`config.mk`:
```
export PLATFORM = sky130hd
export DESIGN_NAME = wdwu_top
export DESIGN_NICKNAME = d
export VERILOG_FILES = /design/src/wdwu_tick_gen.v /design/src/wdwu_prescaler.v /design/src/wdwu_top.v
export VERILOG_INCLUDE_DIRS = /design/src
export SDC_FILE = /design/constraint.sdc
export NUM_CORES = 1
export LEC_CHECK = 0
export BUFFER_PORTS_ARGS = -buffer_cell sky130_fd_sc_hd__buf_4
export CAP_MARGIN = 30
export CORE_ASPECT_RATIO = 0.6
export CORE_MARGIN = 1.5
export CORE_UTILIZATION = 50
export DETAILED_ROUTE_END_ITERATION = 10
export GPL_ROUTABILITY_DRIVEN = 0
export PLACE_DENSITY = 0.72
export SLEW_MARGIN = 15
export SYNTH_ARGS = -nofsm -noshare
export SYNTH_HDL_FRONTEND = slang
export SYNTH_SLANG_ARGS = --single-unit
```
`constraint.sdc`:
```
create_clock -name clk -period 2.9 [get_ports clk]
set_input_delay 0.58 -clock clk [delete_from_list [all_inputs] [get_ports clk]]
set_output_delay 0.58 -clock clk [all_outputs]
set_load 0.05 [all_outputs]
```
`src/wdwu_defines.vh`:
```
// Constants shared by the watchdog and wake-up control files.
`ifndef WDWU_DEFINES_VH
`define WDWU_DEFINES_VH
`define WDWU_ADDR_CTRL 8'h00
`define WDWU_ADDR_FLAGS 8'h04
`define WDWU_ADDR_STATUS 8'h08
`define WDWU_ADDR_WAKE_EN 8'h0c
`define WDWU_ADDR_IRQ_STAT 8'h10
`define WDWU_ADDR_IRQ_MASK 8'h14
`define WDWU_KEY_DISABLE 5'h15
`define WDWU_KEY_ENABLE 5'h0a
`define WDWU_CTRL_RESET 8'h57
`define WDWU_KEY_HI 7
`define WDWU_KEY_LO 3
`define WDWU_SEL_HI 2
`define WDWU_SEL_LO 0
`define WDWU_FLAG_WCF 0
`define WDWU_FLAG_LCF 1
`define WDWU_FLAG_LVR 2
`define WDWU_STAT_PDF 0
`define WDWU_STAT_TO 1
`define WDWU_STAT_ASLEEP 2
`define WDWU_EV_WDT 0
`define WDWU_EV_PIN 1
`define WDWU_EV_INT 2
`define WDWU_EV_FAULT 3
`define WDWU_EV_W 4
`define WDWU_SYS_CLK_KHZ 200000
`define WDWU_OSC_KHZ 32
`define WDWU_PRESC_W 15
`define WDWU_SEL_BASE 8
`define WDWU_TAP_BASE 4'h7
`define WDWU_SRESET_US 16
`endif

```
`src/wdwu_tick_gen.v`:
```
// Slow oscillator tick divider derived from the system clock.
`timescale 1ns/100ps
`default_nettype none
`include "wdwu_defines.vh"
module wdwu_tick_gen #(
	parameter DIV = (`WDWU_SYS_CLK_KHZ / `WDWU_OSC_KHZ)
)
(
	input wire clk,
	input wire arst_n,
	output reg tick
);
	reg [15:0] cnt_reg;
	always @(posedge clk or negedge arst_n)
	begin
		if (!arst_n)
		begin
			cnt_reg <= 16'h0000;
			tick <= 1'b0;
		end
		else if (cnt_reg == DIV[15:0] - 16'h0001)
		begin
			cnt_reg <= 16'h0000;
			tick <= 1'b1;
		end
		else
		begin
			cnt_reg <= cnt_reg + 16'h0001;
			tick <= 1'b0;
		end
	end
endmodule // wdwu_tick_gen
`default_nettype wire

```
`src/wdwu_prescaler.v`:
```
// Fifteen-bit slow-clock counter with a selectable overflow tap.
`timescale 1ns/100ps
`default_nettype none
`include "wdwu_defines.vh"
module wdwu_prescaler #(
	parameter W = `WDWU_PRESC_W
)
(
	input wire clk,
	input wire arst_n,
	input wire tick,
	input wire run,
	input wire clear,
	input wire [2:0] sel,
	output reg ovf
);
	reg [W-1:0] cnt_reg;
	wire [W-1:0] cnt_next;
	wire [3:0] tap;
	assign cnt_next = cnt_reg + {{(W-1){1'b0}}, 1'b1};
	assign tap = {1'b0, sel} + `WDWU_TAP_BASE;
	always @(posedge clk or negedge arst_n)
	begin
		if (!arst_n)
		begin
			cnt_reg <= {W{1'b0}};
			ovf <= 1'b0;
		end
		else if (clear)
		begin
			cnt_reg <= {W{1'b0}};
			ovf <= 1'b0;
		end
		else if (run && tick)
		begin
			cnt_reg <= cnt_next;
			// Overflow when the selected tap falls from one to zero.
			ovf <= cnt_reg[tap] & ~cnt_next[tap];
		end
		else
			ovf <= 1'b0;
	end
endmodule // wdwu_prescaler
`default_nettype wire

```
`src/wdwu_top.v`:
```
// Watchdog timer and power-down wake-up control with an APB register slave.
//////////////////////////////////////////////////////////////////////////////
// How it works
// - Leave sleep on enabled Port A fall, interrupt, or watchdog overflow.
// - Stop instruction enters sleep and sets the power-down flag.
// - Power-down flag clears only at power-up or watchdog clear instruction.
// - Overflow while asleep sets time-out, resets only program counter and stack.
// - Each Port A pin has a wake enable; pin wake resumes after stop.
// - Disabled or stack-full interrupt wake resumes after stop; stays pending.
// - Enabled interrupt with free stack level takes normal interrupt response.
// - Interrupt already pending at sleep entry cannot wake the device.
// - Counter runs from the slow oscillator, tapped by the time-out select.
// - Select codes 000 to 111 give ratios 2^8 to 2^15.
// - Key 10101 disables the watchdog, key 01010 enables it.
// - Any other key resets the chip after a delay and sets fault flag.
// - At power-on the key is 01010 and the select is 111.
// - Fault flag is set on invalid-key reset; cleared only by writing zero or at power-up.
// - Overflow while running triggers full reset and sets the time-out flag.
// - Counter cleared by invalid key, watchdog clear or stop instruction.
// - Flag bits 7 to 3 read zero; low-voltage fault flag is read-only.
// - After power-on or a full chip reset the counter is cleared and restarts when enabled.
`timescale 1ns/100ps
`default_nettype none
`include "wdwu_defines.vh"
module wdwu_top #(
	parameter PA_W = 8,
	parameter SRESET_CYC = (`WDWU_SRESET_US * `WDWU_SYS_CLK_KHZ) / 1000,
	parameter OSC_DIV = (`WDWU_SYS_CLK_KHZ / `WDWU_OSC_KHZ)
)
(
	input wire clk,
	input wire arst_n,
	input wire psel,
	input wire penable,
	input wire pwrite,
	input wire [7:0] paddr,
	input wire [31:0] pwdata,
	output reg [31:0] prdata,
	output reg pready,
	output reg pslverr,
	input wire stop_instr,
	input wire wdt_clear_instr,
	input wire [PA_W-1:0] porta_pins,
	input wire int_req,
	input wire int_enabled,
	input wire stack_full,
	input wire lv_reset_event,
	input wire lv_ctrl_fault_event,
	output reg asleep,
	output reg wake_resume,
	output reg wake_int_service,
	output reg int_pending,
	output reg pc_sp_reset,
	output reg chip_reset,
	output reg irq
);
	//////////////////////////////////////////////////////////////////////////
	reg [7:0] ctrl_reg;
	reg wcf_reg;
	reg lcf_reg;
	reg lvr_reg;
	reg pdf_reg;
	reg to_reg;
	reg [PA_W-1:0] wake_en_reg;
	reg [`WDWU_EV_W-1:0] ev_reg;
	reg [`WDWU_EV_W-1:0] mask_reg;
	reg [PA_W-1:0] pa_s1_reg;
	reg [PA_W-1:0] pa_s2_reg;
	reg [PA_W-1:0] pa_s3_reg;
	reg int_s1_reg;
	reg int_s2_reg;
	reg int_blocked_reg;
	reg fault_pend_reg;
	reg [19:0] sreset_cnt_reg;
	reg after_reset_reg;
	wire tick;
	wire ovf;
	wire wr_acc;
	wire rd_acc;
	wire key_bad;
	wire wdt_on;
	wire pin_fall;
	wire int_wake;
	wire ctrl_clear;
	wire [`WDWU_EV_W-1:0] ev_set;
	wire fault_fire;
	wire [`WDWU_EV_W-1:0] ev_view;

	function key_valid;
		input [4:0] k;
		begin
			key_valid = (k == `WDWU_KEY_ENABLE) || (k == `WDWU_KEY_DISABLE);
		end
	endfunction

	assign wr_acc = psel & penable & pwrite;
	assign rd_acc = psel & penable & ~pwrite;
	assign key_bad = ~key_valid(ctrl_reg[`WDWU_KEY_HI:`WDWU_KEY_LO]);
	assign wdt_on = ctrl_reg[`WDWU_KEY_HI:`WDWU_KEY_LO] == `WDWU_KEY_ENABLE;
	assign ctrl_clear = wr_acc && paddr == `WDWU_ADDR_CTRL
		&& !key_valid(pwdata[`WDWU_KEY_HI:`WDWU_KEY_LO]);
	assign pin_fall = |(pa_s3_reg & ~pa_s2_reg & wake_en_reg);
	assign int_wake = int_s2_reg & ~int_blocked_reg;
	assign fault_fire = fault_pend_reg && sreset_cnt_reg == 20'h00000;

	//////////////////////////////////////////////////////////////////////////
	wdwu_tick_gen #(
		.DIV(OSC_DIV)
	) u_tick (
		.clk(clk),
		.arst_n(arst_n),
		.tick(tick)
	);

	// Counter is cleared by invalid key, clear or stop instruction, or reset.
	wdwu_prescaler #(
		.W(`WDWU_PRESC_W)
	) u_presc (
		.clk(clk),
		.arst_n(arst_n),
		.tick(tick),
		.run(wdt_on & ~after_reset_reg),
		.clear(ctrl_clear | wdt_clear_instr | stop_instr | chip_reset | after_reset_reg),
		.sel(ctrl_reg[`WDWU_SEL_HI:`WDWU_SEL_LO]),
		.ovf(ovf)
	);

	//////////////////////////////////////////////////////////////////////////
	// Pins and the interrupt come from other domains, so two stages first.
	// Pins reset to their idle high level, so releasing reset is never taken as a fall.
	always @(posedge clk or negedge arst_n)
	begin
		if (!arst_n)
		begin
			pa_s1_reg <= {PA_W{1'b1}};
			pa_s2_reg <= {PA_W{1'b1}};
			pa_s3_reg <= {PA_W{1'b1}};
			int_s1_reg <= 1'b0;
			int_s2_reg <= 1'b0;
		end
		else
		begin
			pa_s1_reg <= porta_pins;
			pa_s2_reg <= pa_s1_reg;
			pa_s3_reg <= pa_s2_reg;
			int_s1_reg <= int_req;
			int_s2_reg <= int_s1_reg;
		end
	end

	//////////////////////////////////////////////////////////////////////////
	// Sleep, wake-up and watchdog reset sequencing.
	always @(posedge clk or negedge arst_n)
	begin
		if (!arst_n)
		begin
			asleep <= 1'b0;
			pdf_reg <= 1'b0;
			to_reg <= 1'b0;
			int_blocked_reg <= 1'b0;
			wake_resume <= 1'b0;
			wake_int_service <= 1'b0;
			int_pending <= 1'b0;
			pc_sp_reset <= 1'b0;
			chip_reset <= 1'b0;
			after_reset_reg <= 1'b1;
		end
		else
		begin
			wake_resume <= 1'b0;
			wake_int_service <= 1'b0;
			pc_sp_reset <= 1'b0;
			chip_reset <= 1'b0;
			// The counter stays cleared for one more cycle after a full reset.
			after_reset_reg <= chip_reset;
			if (int_pending && int_enabled && !stack_full)
				int_pending <= 1'b0;
			if (wdt_clear_instr)
				pdf_reg <= 1'b0;
			if (stop_instr && !asleep)
			begin
				asleep <= 1'b1;
				pdf_reg <= 1'b1;
				to_reg <= 1'b0;
				int_blocked_reg <= int_s2_reg;
			end
			else if (asleep)
			begin
				// A request that was already high at entry stays blocked until it drops.
				if (!int_s2_reg)
					int_blocked_reg <= 1'b0;
				if (ovf)
				begin
					asleep <= 1'b0;
					to_reg <= 1'b1;
					pc_sp_reset <= 1'b1;
				end
				else if (int_wake)
				begin
					asleep <= 1'b0;
					if (int_enabled && !stack_full)
						wake_int_service <= 1'b1;
					else
					begin
						wake_resume <= 1'b1;
						int_pending <= 1'b1;
					end
				end
				else if (pin_fall)
				begin
					asleep <= 1'b0;
					wake_resume <= 1'b1;
				end
			end
			else if (ovf)
			begin
				chip_reset <= 1'b1;
				to_reg <= 1'b1;
			end
			// A full reset supersedes the partial one of a sleep overflow.
			if (fault_fire)
			begin
				chip_reset <= 1'b1;
				pc_sp_reset <= 1'b0;
			end
		end
	end

	//////////////////////////////////////////////////////////////////////////
	// Invalid-key delay; a bad key found anywhere starts the countdown.
	// A valid key written during the countdown does not call the reset off.
	always @(posedge clk or negedge arst_n)
	begin
		if (!arst_n)
		begin
			fault_pend_reg <= 1'b0;
			sreset_cnt_reg <= 20'h00000;
		end
		else if (fault_pend_reg)
		begin
			if (fault_fire)
				fault_pend_reg <= 1'b0;
			else
				sreset_cnt_reg <= sreset_cnt_reg - 20'h00001;
		end
		else if (key_bad)
		begin
			fault_pend_reg <= 1'b1;
			sreset_cnt_reg <= SRESET_CYC[19:0] - 20'h00001;
		end
	end

	//////////////////////////////////////////////////////////////////////////
	assign ev_set = {fault_fire, int_wake & asleep, pin_fall & asleep, ovf};

	// An event landing at the setup edge is reported, since the access edge clears.
	assign ev_view = ev_reg | ev_set;

	// Register writes, flag updates and event capture; set wins over clear.
	always @(posedge clk or negedge arst_n)
	begin
		if (!arst_n)
		begin
			ctrl_reg <= `WDWU_CTRL_RESET;
			wcf_reg <= 1'b0;
			lcf_reg <= 1'b0;
			lvr_reg <= 1'b0;
			wake_en_reg <= {PA_W{1'b0}};
			ev_reg <= {`WDWU_EV_W{1'b0}};
			mask_reg <= {`WDWU_EV_W{1'b0}};
		end
		else
		begin
			if (wr_acc)
			begin
				case (paddr)
					// A bad key is stored as written; the countdown acts on it.
					`WDWU_ADDR_CTRL: ctrl_reg <= pwdata[7:0];
					`WDWU_ADDR_FLAGS:
					begin
						if (!pwdata[`WDWU_FLAG_WCF])
							wcf_reg <= 1'b0;
						if (!pwdata[`WDWU_FLAG_LVR])
							lvr_reg <= 1'b0;
					end
					`WDWU_ADDR_WAKE_EN: wake_en_reg <= pwdata[PA_W-1:0];
					`WDWU_ADDR_IRQ_MASK: mask_reg <= pwdata[`WDWU_EV_W-1:0];
					default: ;
				endcase
			end
			if (rd_acc && paddr == `WDWU_ADDR_IRQ_STAT)
				ev_reg <= ev_set;
			else
				ev_reg <= ev_reg | ev_set;
			// The key snaps back to power-on values as the invalid-key reset fires.
			if (fault_fire)
			begin
				ctrl_reg <= `WDWU_CTRL_RESET;
				wcf_reg <= 1'b1;
			end
			if (lv_ctrl_fault_event)
				lcf_reg <= 1'b1;
			if (lv_reset_event)
				lvr_reg <= 1'b1;
		end
	end

	//////////////////////////////////////////////////////////////////////////
	// APB answer: zero wait states, unmapped addresses give pslverr.
	// Read data is built at the setup edge and so stands through the access cycle.
	always @(posedge clk or negedge arst_n)
	begin
		if (!arst_n)
		begin
			prdata <= 32'h00000000;
			pready <= 1'b0;
			pslverr <= 1'b0;
			irq <= 1'b0;
		end
		else
		begin
			irq <= |(ev_reg & mask_reg);
			pready <= psel & ~penable;
			pslverr <= 1'b0;
			prdata <= 32'h00000000;
			if (psel && !penable)
			begin
				case (paddr)
					`WDWU_ADDR_CTRL: prdata <= {24'h000000, ctrl_reg};
					`WDWU_ADDR_FLAGS: prdata <= {29'h00000000, lvr_reg, lcf_reg, wcf_reg};
					`WDWU_ADDR_STATUS: prdata <= {29'h00000000, asleep, to_reg, pdf_reg};
					`WDWU_ADDR_WAKE_EN: prdata <= {{(32-PA_W){1'b0}}, wake_en_reg};
					`WDWU_ADDR_IRQ_STAT: prdata <= {28'h0000000, ev_view};
					`WDWU_ADDR_IRQ_MASK: prdata <= {28'h0000000, mask_reg};
					default: pslverr <= 1'b1;
				endcase
			end
		end
	end
endmodule // wdwu_top
`default_nettype wire

```
==> flow_summary.json <==
{
  "cts_resized": 0,
  "synth_commonest_cells": "98 x dfrtp_1, 67 x nor2_1, 53 x nand2_1",
  "synth_top_family_by_area": "simple AND/OR/NAND/NOR gates",
  "outcome": "finished, final reports clean",
  "clk_latency_ns": 0.41,
  "r2r_slack_ns": 0.22,
  "dr.pass1.iters": 5,
  "grt_max_degree": 54,
  "critPathMaxFanout": 15,
  "ant_nets": 0,
  "place_ws_ns": 0.1693,
  "yosysTopAreaCell": "dfrtp_1",
  "hpwl_um": 9898,
  "cp_data_arrival_time_ns": 2.95,
  "maxCapViolations": 0,
  "async_reset_ff_frac": 1.000,
  "yosys_most_used_dff": "dfrtp_1",
  "drc": 0,
  "timing.hold.ws_ns": 0.1685,
  "holdBufCountCts": 0,
  "h-tree-depth": 4,
  "post_cts_buffers": 0,
  "syn-cell-area_mm2": 0.005997,
  "synth_area_leaders": "dfrtp_1 41%, dfstp_2 13%, nor2_1 4.2%",
  "rr_worst_depth": 9,
  "synthSimpleGateAreaFrac": 0.1988,
  "slew_headroom": 0.4786,
  "root_buffer": "clkbuf_16",
  "drv_slew": 0,
  "ys_seq_area_frac": 0.5404,
  "ir_drop_v": 0.0004246,
  "dieArea_mm2": 0.01268,
  "synth.avg_cell_area_um2": 10.73,
  "yosys.area_share.adder": 0.01252,
  "numCtsBuffers": 17,
  "synth.area.mux_share": 0.05591,
  "wl_per_cell_um": 17.40,
  "core_mm2": 0.01149,
  "start_kind": "flip-flop",
  "grt_pass1_vias": 4326,
  "largest_register_ffs": 20,
  "ys_ff_latch": 128,
  "r2r-start": "sreset_cnt_reg[0]",
  "ys_types": 63,
  "syn_to_final_growth_pct": 18.63,
  "synth_top_area_share": 0.4089,
  "synth_edf_count": 0,
  "placement.io_buffers": 52,
  "fin_crit_sh": 0.9236,
  "critical_path_class": "flip-flop to flip-flop",
  "initial_core_util": 0.5221,
  "layout-drive-gt1-share": 0.2402,
  "clock_path_buffers": 2,
  "finalSetupTns_ns": 0,
  "fin_crit_ns": 2.678,
  "leakagePower_uw": 0.003255,
  "grt_usage": 0.2393,
  "final-setup-viol-count": 0,
  "synth_compound_area_frac": 0.07427,
  "r2r-end": "sreset_cnt_reg[19]",
  "p_per_area_mw_per_mm2": 720.9,
  "row_count": 30,
  "ys.warnings.count": 0,
  "crit_path_end_kind": "flip-flop",
  "nNetsFinal": 690,
  "antenna_cells": 0,
  "yosysMostFrequentCell": "dfrtp_1",
  "syn_inst": 559,
  "path_clk_slew_ns": 0.06,
  "via_per_inst": 5.543,
  "grt_pass1_wl_um": 22570,
  "fp.dieH_um": 87.83,
  "skew_ns": 0.007727,
  "cts_tree": "built",
  "worst-slew-pin-transition_ns": 0.7792,
  "ioPinCount": 101,
  "grt_remaining_overflow": 0,
  "critical_path_required_ns": 3.17,
  "hold_class": "input pin to asynchronous set/reset pin",
  "hold_violations": 0,
  "rsz0062_at_grt": "false",
  "clock_sinks": 128,
  "dr_total_vias": 4418,
  "antenna_found_initial": 0,
  "synth_xor_area_frac": 0.06572,
  "drt-total-wl_um": 13870,
  "worst_slack_ns": 0.2216,
  "die_x_um": 144.4,
  "max_clock_freq_ghz": 0.3734,
  "drtIter0Drc": 504
}
[per-layer routing]
| layer | vias to the layer above | wire [µm] | global-route usage |
|---|---|---|---|
| met3 | 17 | 1244 | 0.06834 |
| li1 | 2033 | - | - |
| met2 | 209 | 5802 | 0.3397 |
| met4 | 0 | 131 | 0.07163 |
| met1 | 2159 | 6686 | 0.3572 |
| met5 | - | 0 | 0 |
[final cells by class]
class | count | area (µm²)
fillers | 920 | 4372
flip-flops and latches | 128 | 3241
multi-input cells | 402 | 2532
repair buffers | 63 | 498.0
clock buffers | 20 | 467.9
well taps | 160 | 200.2
clock inverters | 12 | 130.1
inverters | 12 | 45.04
[cells in the final DEF (no fill, tap or decap), types with 3 or more instances in the layout]
cell type,count
and3_1,15
or2_2,3
and2_1,3
nor3_1,10
dfrtp_1,98
nor2b_1,5
clkbuf_16,18
nand4b_1,3
a22oi_1,8
nand2b_1,8
o22ai_1,3
and4_1,4
dfstp_2,30
ha_1,6
a21oi_1,14
mux2_2,16
buf_4,61
a311oi_1,3
xnor2_1,21
inv_4,3
nor4_1,9
nor2_1,67
conb_1,24
mux2i_1,11
inv_1,12
clkinv_4,3
a21o_1,6
nand2_1,53
nand4_1,12
xor2_1,24
nand3_1,18
o21ai_0,15
nand3b_1,4
nor4b_1,3
[critical path: stages, from the launching register on]
cell	delay, ns
dfrtp_1	0.40
inv_1	0.10
ha_1	0.16
or4b_2	0.61
nor4_2	0.22
a22o_2	0.30
inv_1	0.26
and3_1	0.27
xnor2_1	0.15
nor2_1	0.06
[how the worst max path moves through the flow]
stage / startpoint / to / cells after the start / slack (ns)
2_1_floorplan: paddr[1] / u_presc.cnt_reg[12] / 9 / 0.35
3_3_place_gp: paddr[1] / prdata[3] / 7 / 0.22
3_5_place_dp: paddr[1] / wake_en_reg[6] / 7 / 0.17
4_1_cts: sreset_cnt_reg[0] / sreset_cnt_reg[19] / 9 / 0.26
5_1_grt: sreset_cnt_reg[0] / sreset_cnt_reg[19] / 9 / 0.03
6_report: sreset_cnt_reg[0] / sreset_cnt_reg[19] / 9 / 0.22
[metrics by stage]
stage / util / cell area, µm² / cells / power, µW
6_report: 0.6194 / 7114 / 797 / 5129
3_5_place_dp: 0.5673 / 6516 / 765 / 3008
3_3_place_gp: 0.5673 / 6516 / 765 / 2963
5_1_grt: 0.6194 / 7114 / 797 / 5366
2_1_floorplan: - / 6083 / 582 / 2753
4_1_cts: 0.6194 / 7114 / 797 / 5149
[cells by family (layout without fill, tap and decap cells)]
group | count (synthesis) | count (layout)
muxes | 29 | 29
and+or+nand+nor | 232 | 232
AOI/OAI and AO/OA | 66 | 66
xor gates and xnor gates | 45 | 45
adders and majority gates | 6 | 6
DFF | 128 | 128
other | 1 | 24
buffers and inverters | 52 | 107
[power by group]
part	internal, µW	switching [µW]
clock	1340	784
combinational	281	528
sequential	2000	196
Note: power is estimated with default switching activity, not from simulation.
